`src/logic/ppei_pkg.sv`:
```
// package: register map, field positions and reset values of the pin edge interrupt block
// Operation
// - edges detected always, irq only when master enabled; here change_irq, wake_req and the istat wake bit use it, irq via the edge bit does not
// - rising edge detected only if rising enable set
// - falling edge detected only if falling enable set
// - both enables set gives both edge directions
// - enabled edge sets pin flag, irq if enabled
// - summary flag reads one when any flag set
// - writing zero clears a pin flag
// - edge during flag write leaves flag set
// - enabled edge in sleep wakes when master enabled
// - flags updated before first instruction after wake
// - rising enable eight rw bits reset zero
// - falling enable eight rw bits reset zero
// - flag register eight bits hardware set, reset zero
package ppei_pkg;
    localparam int PPEI_PINS = 8;
    localparam int PPEI_AW = 5;
    localparam logic [PPEI_AW-1:0] PPEI_OFS_RISE = 5'h00;
    localparam logic [PPEI_AW-1:0] PPEI_OFS_FALL = 5'h04;
    localparam logic [PPEI_AW-1:0] PPEI_OFS_FLAGS = 5'h08;
    localparam logic [PPEI_AW-1:0] PPEI_OFS_CTRL = 5'h0c;
    localparam logic [PPEI_AW-1:0] PPEI_OFS_ISTAT = 5'h10;
    localparam logic [PPEI_AW-1:0] PPEI_OFS_IMASK = 5'h14;
    localparam int PPEI_CTRL_MASTER_BIT = 0;
    localparam int PPEI_CTRL_SUMMARY_BIT = 1;
    localparam int PPEI_CTRL_SLEEP_BIT = 2;
    localparam int PPEI_IST_EDGE_BIT = 0;
    localparam int PPEI_IST_WAKE_BIT = 1;
    localparam int PPEI_IST_W = 2;
    localparam logic [7:0] PPEI_RST_BYTE = 8'h00;
    localparam logic [1:0] PPEI_RESP_OKAY = 2'h0;
    localparam logic [1:0] PPEI_RESP_SLVERR = 2'h2;
endpackage

```
`src/logic/ppei_sync.sv`:
```
// two-flop synchroniser for the port pins
`timescale 1ns/1ps
module ppei_sync
    import ppei_pkg::*;
(
    input wire logic aclk,
    input wire logic aresetn,
    input wire logic [PPEI_PINS-1:0] pins_async,
    output logic [PPEI_PINS-1:0] pins_sync
);
    logic [PPEI_PINS-1:0] meta_q;

    // first stage is read only by the second
    always_ff @(posedge aclk) begin
        if (!aresetn) begin
            meta_q <= '0;
            pins_sync <= '0;
        end else begin
            meta_q <= pins_async;
            pins_sync <= meta_q;
        end
    end
endmodule

```
`src/logic/ppei_edge.sv`:
```
// per-pin edge detector with rising and falling enables
`timescale 1ns/1ps
module ppei_edge
    import ppei_pkg::*;
(
    input wire logic aclk,
    input wire logic aresetn,
    input wire logic [PPEI_PINS-1:0] level,
    input wire logic [PPEI_PINS-1:0] rise_en,
    input wire logic [PPEI_PINS-1:0] fall_en,
    output logic [PPEI_PINS-1:0] edge_hit
);
    logic [PPEI_PINS-1:0] prev_q;
    logic primed_q;
    wire [PPEI_PINS-1:0] rising = level & ~prev_q;
    wire [PPEI_PINS-1:0] falling = ~level & prev_q;

    // primed keeps the first sample after reset from looking like an edge
    always_ff @(posedge aclk) begin
        if (!aresetn) begin
            prev_q <= '0;
            primed_q <= 1'b0;
        end else begin
            prev_q <= level;
            primed_q <= 1'b1;
        end
    end

    assign edge_hit = primed_q ? ((rising & rise_en) | (falling & fall_en)) : '0;
endmodule

```
`src/logic/ppei_top.sv`:
```
// pin edge interrupt block with axi4-lite register slave
//
// Decided for this implementation: the placing of the registers and register access over AXI4-Lite.
`timescale 1ns/1ps
module ppei_top
    import ppei_pkg::*;
(
    input wire logic aclk,
    input wire logic aresetn,
    input wire logic [PPEI_PINS-1:0] port_pin_n,
    input wire logic sleep_active,
    input wire logic [PPEI_AW-1:0] s_awaddr,
    input wire logic s_awvalid,
    output logic s_awready,
    input wire logic [31:0] s_wdata,
    input wire logic [3:0] s_wstrb,
    input wire logic s_wvalid,
    output logic s_wready,
    output logic [1:0] s_bresp,
    output logic s_bvalid,
    input wire logic s_bready,
    input wire logic [PPEI_AW-1:0] s_araddr,
    input wire logic s_arvalid,
    output logic s_arready,
    output logic [31:0] s_rdata,
    output logic [1:0] s_rresp,
    output logic s_rvalid,
    input wire logic s_rready,
    output logic change_irq,
    output logic wake_req,
    output logic irq
);
    logic [PPEI_PINS-1:0] pins_s;
    logic [PPEI_PINS-1:0] hit;
    logic [7:0] rising_edge_enable_q;
    logic [7:0] falling_edge_enable_q;
    logic [7:0] pin_change_flags_q;
    logic [7:0] pin_change_flags_d;
    logic change_irq_master_enable_q;
    logic [PPEI_IST_W-1:0] istat_q;
    logic [PPEI_IST_W-1:0] istat_d;
    logic [PPEI_IST_W-1:0] imask_q;
    logic sleep_s1_q;
    logic sleep_q;
    logic aw_have_q;
    logic w_have_q;
    logic [PPEI_AW-1:0] awaddr_q;
    logic [31:0] wdata_q;
    logic [3:0] wstrb_q;

    ppei_sync u_sync (
        .aclk(aclk),
        .aresetn(aresetn),
        .pins_async(port_pin_n),
        .pins_sync(pins_s)
    );

    ppei_edge u_edge (
        .aclk(aclk),
        .aresetn(aresetn),
        .level(pins_s),
        .rise_en(rising_edge_enable_q),
        .fall_en(falling_edge_enable_q),
        .edge_hit(hit)
    );

    // write channel: address and data taken in either order, one write at a time
    wire aw_take = s_awvalid && s_awready;
    wire w_take = s_wvalid && s_wready;
    wire aw_ok = aw_have_q || aw_take;
    wire w_ok = w_have_q || w_take;
    wire wr_fire = aw_ok && w_ok && !s_bvalid;
    wire [PPEI_AW-1:0] wa = aw_have_q ? awaddr_q : s_awaddr;
    wire [31:0] wd = w_have_q ? wdata_q : s_wdata;
    wire [3:0] ws = w_have_q ? wstrb_q : s_wstrb;
    wire wb0 = wr_fire && ws[0];
    wire wr_rise = wb0 && (wa == PPEI_OFS_RISE);
    wire wr_fall = wb0 && (wa == PPEI_OFS_FALL);
    wire wr_flags = wb0 && (wa == PPEI_OFS_FLAGS);
    wire wr_ctrl = wb0 && (wa == PPEI_OFS_CTRL);
    wire wr_istat = wb0 && (wa == PPEI_OFS_ISTAT);
    wire wr_imask = wb0 && (wa == PPEI_OFS_IMASK);
    wire wa_known = (wa == PPEI_OFS_RISE) || (wa == PPEI_OFS_FALL) || (wa == PPEI_OFS_FLAGS) ||
                    (wa == PPEI_OFS_CTRL) || (wa == PPEI_OFS_ISTAT) || (wa == PPEI_OFS_IMASK);

    // hardware set wins over a software clear in the same cycle
    assign pin_change_flags_d = (wr_flags ? wd[7:0] : pin_change_flags_q) | hit;

    // summary flag is any flag, independent of the master enable
    wire summary = |pin_change_flags_q;
    wire any_hit = |hit;
    wire wake_evt = any_hit && sleep_q && change_irq_master_enable_q;
    wire [PPEI_IST_W-1:0] ist_evt = {wake_evt, any_hit};
    assign istat_d = (istat_q & ~(wr_istat ? wd[PPEI_IST_W-1:0] : '0)) | ist_evt;

    always_ff @(posedge aclk) begin
        if (!aresetn) begin
            rising_edge_enable_q <= PPEI_RST_BYTE;
            falling_edge_enable_q <= PPEI_RST_BYTE;
            pin_change_flags_q <= PPEI_RST_BYTE;
            change_irq_master_enable_q <= 1'b0;
            imask_q <= '0;
            istat_q <= '0;
        end else begin
            if (wr_rise) begin
                rising_edge_enable_q <= wd[7:0];
            end
            if (wr_fall) begin
                falling_edge_enable_q <= wd[7:0];
            end
            if (wr_ctrl) begin
                change_irq_master_enable_q <= wd[PPEI_CTRL_MASTER_BIT];
            end
            if (wr_imask) begin
                imask_q <= wd[PPEI_IST_W-1:0];
            end
            pin_change_flags_q <= pin_change_flags_d;
            istat_q <= istat_d;
        end
    end

    // sleep comes from the core's power logic, which may run apart from aclk
    always_ff @(posedge aclk) begin
        if (!aresetn) begin
            sleep_s1_q <= 1'b0;
            sleep_q <= 1'b0;
        end else begin
            sleep_s1_q <= sleep_active;
            sleep_q <= sleep_s1_q;
        end
    end

    // outputs registered from next-state values; irq and wake change in the same cycle as the flags,
    // so the flags are already set when the core sees the wake
    always_ff @(posedge aclk) begin
        if (!aresetn) begin
            change_irq <= 1'b0;
            wake_req <= 1'b0;
            irq <= 1'b0;
        end else begin
            change_irq <= change_irq_master_enable_q && (|pin_change_flags_d);
            wake_req <= change_irq_master_enable_q && sleep_q && (|pin_change_flags_d);
            irq <= |(istat_d & imask_q);
        end
    end

    always_ff @(posedge aclk) begin
        if (!aresetn) begin
            aw_have_q <= 1'b0;
            w_have_q <= 1'b0;
            awaddr_q <= '0;
            wdata_q <= '0;
            wstrb_q <= '0;
            s_awready <= 1'b0;
            s_wready <= 1'b0;
            s_bvalid <= 1'b0;
            s_bresp <= PPEI_RESP_OKAY;
        end else begin
            if (aw_take) begin
                awaddr_q <= s_awaddr;
            end
            if (w_take) begin
                wdata_q <= s_wdata;
                wstrb_q <= s_wstrb;
            end
            if (wr_fire) begin
                aw_have_q <= 1'b0;
                w_have_q <= 1'b0;
                s_bvalid <= 1'b1;
                s_bresp <= wa_known ? PPEI_RESP_OKAY : PPEI_RESP_SLVERR;
            end else begin
                aw_have_q <= aw_ok;
                w_have_q <= w_ok;
                if (s_bvalid && s_bready) begin
                    s_bvalid <= 1'b0;
                end
            end
            s_awready <= !aw_ok && !wr_fire && !s_bvalid && !s_awready;
            s_wready <= !w_ok && !wr_fire && !s_bvalid && !s_wready;
        end
    end

    // read channel
    wire ar_take = s_arvalid && s_arready;
    wire [7:0] ctrl_rd = {5'h00, sleep_q, summary, change_irq_master_enable_q};
    wire [31:0] rd_mux = (s_araddr == PPEI_OFS_RISE) ? {24'h000000, rising_edge_enable_q} :
                         (s_araddr == PPEI_OFS_FALL) ? {24'h000000, falling_edge_enable_q} :
                         (s_araddr == PPEI_OFS_FLAGS) ? {24'h000000, pin_change_flags_q} :
                         (s_araddr == PPEI_OFS_CTRL) ? {24'h000000, ctrl_rd} :
                         (s_araddr == PPEI_OFS_ISTAT) ? {30'h00000000, istat_q} :
                         (s_araddr == PPEI_OFS_IMASK) ? {30'h00000000, imask_q} : 32'h00000000;
    wire ra_known = (s_araddr == PPEI_OFS_RISE) || (s_araddr == PPEI_OFS_FALL) ||
                    (s_araddr == PPEI_OFS_FLAGS) || (s_araddr == PPEI_OFS_CTRL) ||
                    (s_araddr == PPEI_OFS_ISTAT) || (s_araddr == PPEI_OFS_IMASK);

    always_ff @(posedge aclk) begin
        if (!aresetn) begin
            s_arready <= 1'b0;
            s_rvalid <= 1'b0;
            s_rdata <= '0;
            s_rresp <= PPEI_RESP_OKAY;
        end else begin
            if (ar_take) begin
                s_rvalid <= 1'b1;
                s_rdata <= rd_mux;
                s_rresp <= ra_known ? PPEI_RESP_OKAY : PPEI_RESP_SLVERR;
            end else if (s_rvalid && s_rready) begin
                s_rvalid <= 1'b0;
            end
            s_arready <= s_arvalid && !s_arready && !s_rvalid && !ar_take;
        end
    end
endmodule

```
`config.mk`:
```
export PLATFORM = sky130hd
export DESIGN_NAME = ppei_top
export DESIGN_NICKNAME = d
export VERILOG_FILES = /design/src/logic/ppei_pkg.sv /design/src/logic/ppei_sync.sv /design/src/logic/ppei_edge.sv /design/src/logic/ppei_top.sv
export SDC_FILE = /design/constraint.sdc
export NUM_CORES = 1
export LEC_CHECK = 0
export BUFFER_PORTS_ARGS = -buffer_cell sky130_fd_sc_hd__buf_2
export CELL_PAD_IN_SITES_DETAIL_PLACEMENT = 0
export CELL_PAD_IN_SITES_GLOBAL_PLACEMENT = 2
export CORE_MARGIN = 1.5
export CORE_UTILIZATION = 25
export DETAILED_ROUTE_END_ITERATION = 8
export PLACE_DENSITY_LB_ADDON = 0.1
export SLEW_MARGIN = 25
export SYNTH_ARGS = -nofsm -noshare
export SYNTH_HDL_FRONTEND = slang
export SYNTH_HIERARCHICAL = 1
export SYNTH_SLANG_ARGS = --single-unit
```
`constraint.sdc`:
```
create_clock -name aclk -period 3.8 [get_ports aclk]
set_clock_uncertainty 0.05 [all_clocks]
set_input_delay 0.76 -clock aclk [delete_from_list [all_inputs] [get_ports aclk]]
set_output_delay 0.76 -clock aclk [all_outputs]
set_load 0.02 [all_outputs]
```
==> flow_metrics.env <==
export IMPL_critPathMaxFanout=13
export IMPL_final_cell_mix="dfxtp_1 (90), nand2_1 (54), buf_2 (52), mux2i_1 (30), nor2b_1 (27)"
export IMPL_fillCellCount=1725
export IMPL_cts_inserted_buffers=9
export IMPL_finalPower_mw=2.10
export IMPL_hold_path_class="flop to flop"
export IMPL_grt_max_degree=47
export IMPL_drtAntennaViolNets=0
export IMPL_ys_async_sr_fraction=0
export IMPL_cts_tree="built"
export IMPL_worst_pin_slew_ns=0.650
export IMPL_postCtsHoldBufs=0
export IMPL_drive_above_1_share=0.205
export IMPL_first_iter_violations=68
export IMPL_ir_worst_vdd_mv=0.210
export IMPL_grt_pass1_vias=2876
export IMPL_dieArea_um2=17200
export IMPL_ys_types=48
export IMPL_gp_congestion=0.708
export IMPL_arrival_ns=2.71
export IMPL_track_usage=0.128
export IMPL_synth_edf_count=0
export IMPL_final_common_cell="dfxtp_1"
export IMPL_chipHeight_um=131
export IMPL_rsz0062_at_grt="no"
export IMPL_ys_flop_type="dfxtp_1"
export IMPL_synth_area_leader_cell="dfxtp_1"
export IMPL_grt_pass1_wl_um=16000
export IMPL_post_cts_buffers=0
export IMPL_placed_area_um2=4430
export IMPL_cp_start_kind="flop"
export IMPL_synth_seq_cells=90
export IMPL_fin_crit_sh=0.664
export IMPL_fin_crit_ns=2.52
export IMPL_row_count=46
export IMPL_synthesis_area_um2=4090
export IMPL_start_util=0.257
export IMPL_diodes=0
export IMPL_root_buffer="clkbuf_16"
export IMPL_wl_per_cell_um=14.9
export IMPL_first_pass_iters=4
export IMPL_synth_warnings=6
export IMPL_instances_no_fill=690
export IMPL_criticalPathCategory="flop to flop"
export IMPL_grt_overflow_total=0
export IMPL_hold_worst_slack_ns=0.382
export IMPL_vias=3004
export IMPL_p_per_area_nw_per_um2=444
export IMPL_cap_violations=0
export IMPL_max_freq_mhz=396
export IMPL_clk_latency_ns=0.35
export IMPL_seq_area_frac_synth=0.440
export IMPL_relSlewSlack=0.566
export IMPL_p_leak_nw=2.03
export IMPL_place_port_buffers=52
export IMPL_drc=0
export IMPL_dp_cells=674
export IMPL_core_area_um2=15900
export IMPL_final_nets=531
export IMPL_finalWirelength_um=10300
export IMPL_io_pins=106
export IMPL_viasPerCell=4.35
export IMPL_ctsResizeCount=0
export IMPL_post_route_cell_area_um2=4730
export IMPL_yosys_area_top_type_share=0.440
export IMPL_htreeDepth=3
export IMPL_hold_violations=0
export IMPL_clockBufferDepth=2
export IMPL_area_growth_pct=15.6
export IMPL_cp_end_kind="flop"
export IMPL_cp_required_ns=3.98
export IMPL_setup_viol=0
export IMPL_postSynthCellCount=424
export IMPL_avgSynthCellArea_um2=9.66
export IMPL_fin_tns_setup_ns=0
export IMPL_drv_slew=0
export IMPL_clock_sinks=90
export IMPL_cts_clk_slew_worst_paths_ns=0.07
export IMPL_ys_top_cells_by_area="dfxtp_1 (44%), mux2i_1 (7.3%), nand2_1 (5.0%)"
export IMPL_die_w_um=131
export IMPL_antenna_found_initial=0
export IMPL_status="completed"
export IMPL_hpwl_um=7350
metrics by stage:
step	util	setup slack, ns
after floorplan	-	1.42
after global placement	0.278	0.964
after detailed placement	0.278	0.959
after CTS	0.297	1.25
after global routing	0.297	1.10
final	0.297	1.28
Yosys cell counts, types with 2 or more instances:
master	count
and2_1	19
nor4_1	4
nor3_1	11
nor2_1	14
a22oi_1	6
a21o_1	2
o311a_1	8
nand3_1	10
mux2_2	9
a21oi_1	5
a2111oi_0	2
clkbuf_1	12
and3_1	2
mux4_2	3
nand3b_1	2
a21boi_0	15
dfxtp_1	90
nand4b_1	16
buf_1	2
mux2i_1	30
and2_2	12
nand2_1	54
nor2b_1	27
buf_4	26
buf_6	3
nand4_1	2
o21ai_0	12
nor3b_1	3
nand2b_1	4
power breakdown:
group	switching (mW)	internal [mW]	total [mW]
Sequential	0.0283	0.972	1.00
Combinational	0.118	0.0688	0.187
Clock	0.369	0.546	0.915
Total	0.516	1.59	2.10
registers in the layout (all words and copies together), names as in the netlist, 5 cells and up:
name,cells
awaddr_q,5
falling_edge_enable_q,8
wdata_q,8
pin_change_flags_q,8
u_sync/pins_sync,8
rising_edge_enable_q,8
u_edge/prev_q,8
s_rdata,8
u_sync/meta_q,8
metal layers:
metal | GRT usage | part of all wire | up-vias
li1 | - | - | 1537
met1 | 0.169 | 0.49 | 1393
met2 | 0.200 | 0.46 | 61
met3 | 0.0281 | 0.037 | 13
met4 | 0.0562 | 0.016 | 0
met5 | 0 | 0 | -
layout make-up:
cell class                      count  area [µm²]  area share
Multi-Input combinational cell    314        2080       0.441
Tap cell                          216         270      0.0571
Timing Repair Buffer               54         275      0.0582
Sequential cell                    90        1800       0.381
Clock buffer                       14         264      0.0558
Clock inverter                      2        35.0     0.00741
final timing paths:
check	start	cells after the start	slack (ns)	endpoint
worst max-delay path	aw_have_q	5	1.28	rising_edge_enable_q[4]
worst max register to register	aw_have_q	5	1.28	rising_edge_enable_q[4]
worst min register to register	u_sync/meta_q[2]	1	0.38	u_sync/pins_sync[2]
worst min-delay path	u_sync/meta_q[2]	1	0.38	u_sync/pins_sync[2]
critical path, stage by stage (launching register included):
cell	delay [ns]
dfxtp_1	0.60
or3b_4	0.46
a211oi_4	0.44
nand4_2	0.49
mux2i_1	0.30
nor2b_1	0.06
cells by family after synthesis:
group | synth area share
buffers and inverters | 0.0737
and+or+nand+nor | 0.266
other | 0.000916
DFF | 0.440
AOI/OAI and AO/OA | 0.105
muxes | 0.115
Power figures use the tool's default switching activity.
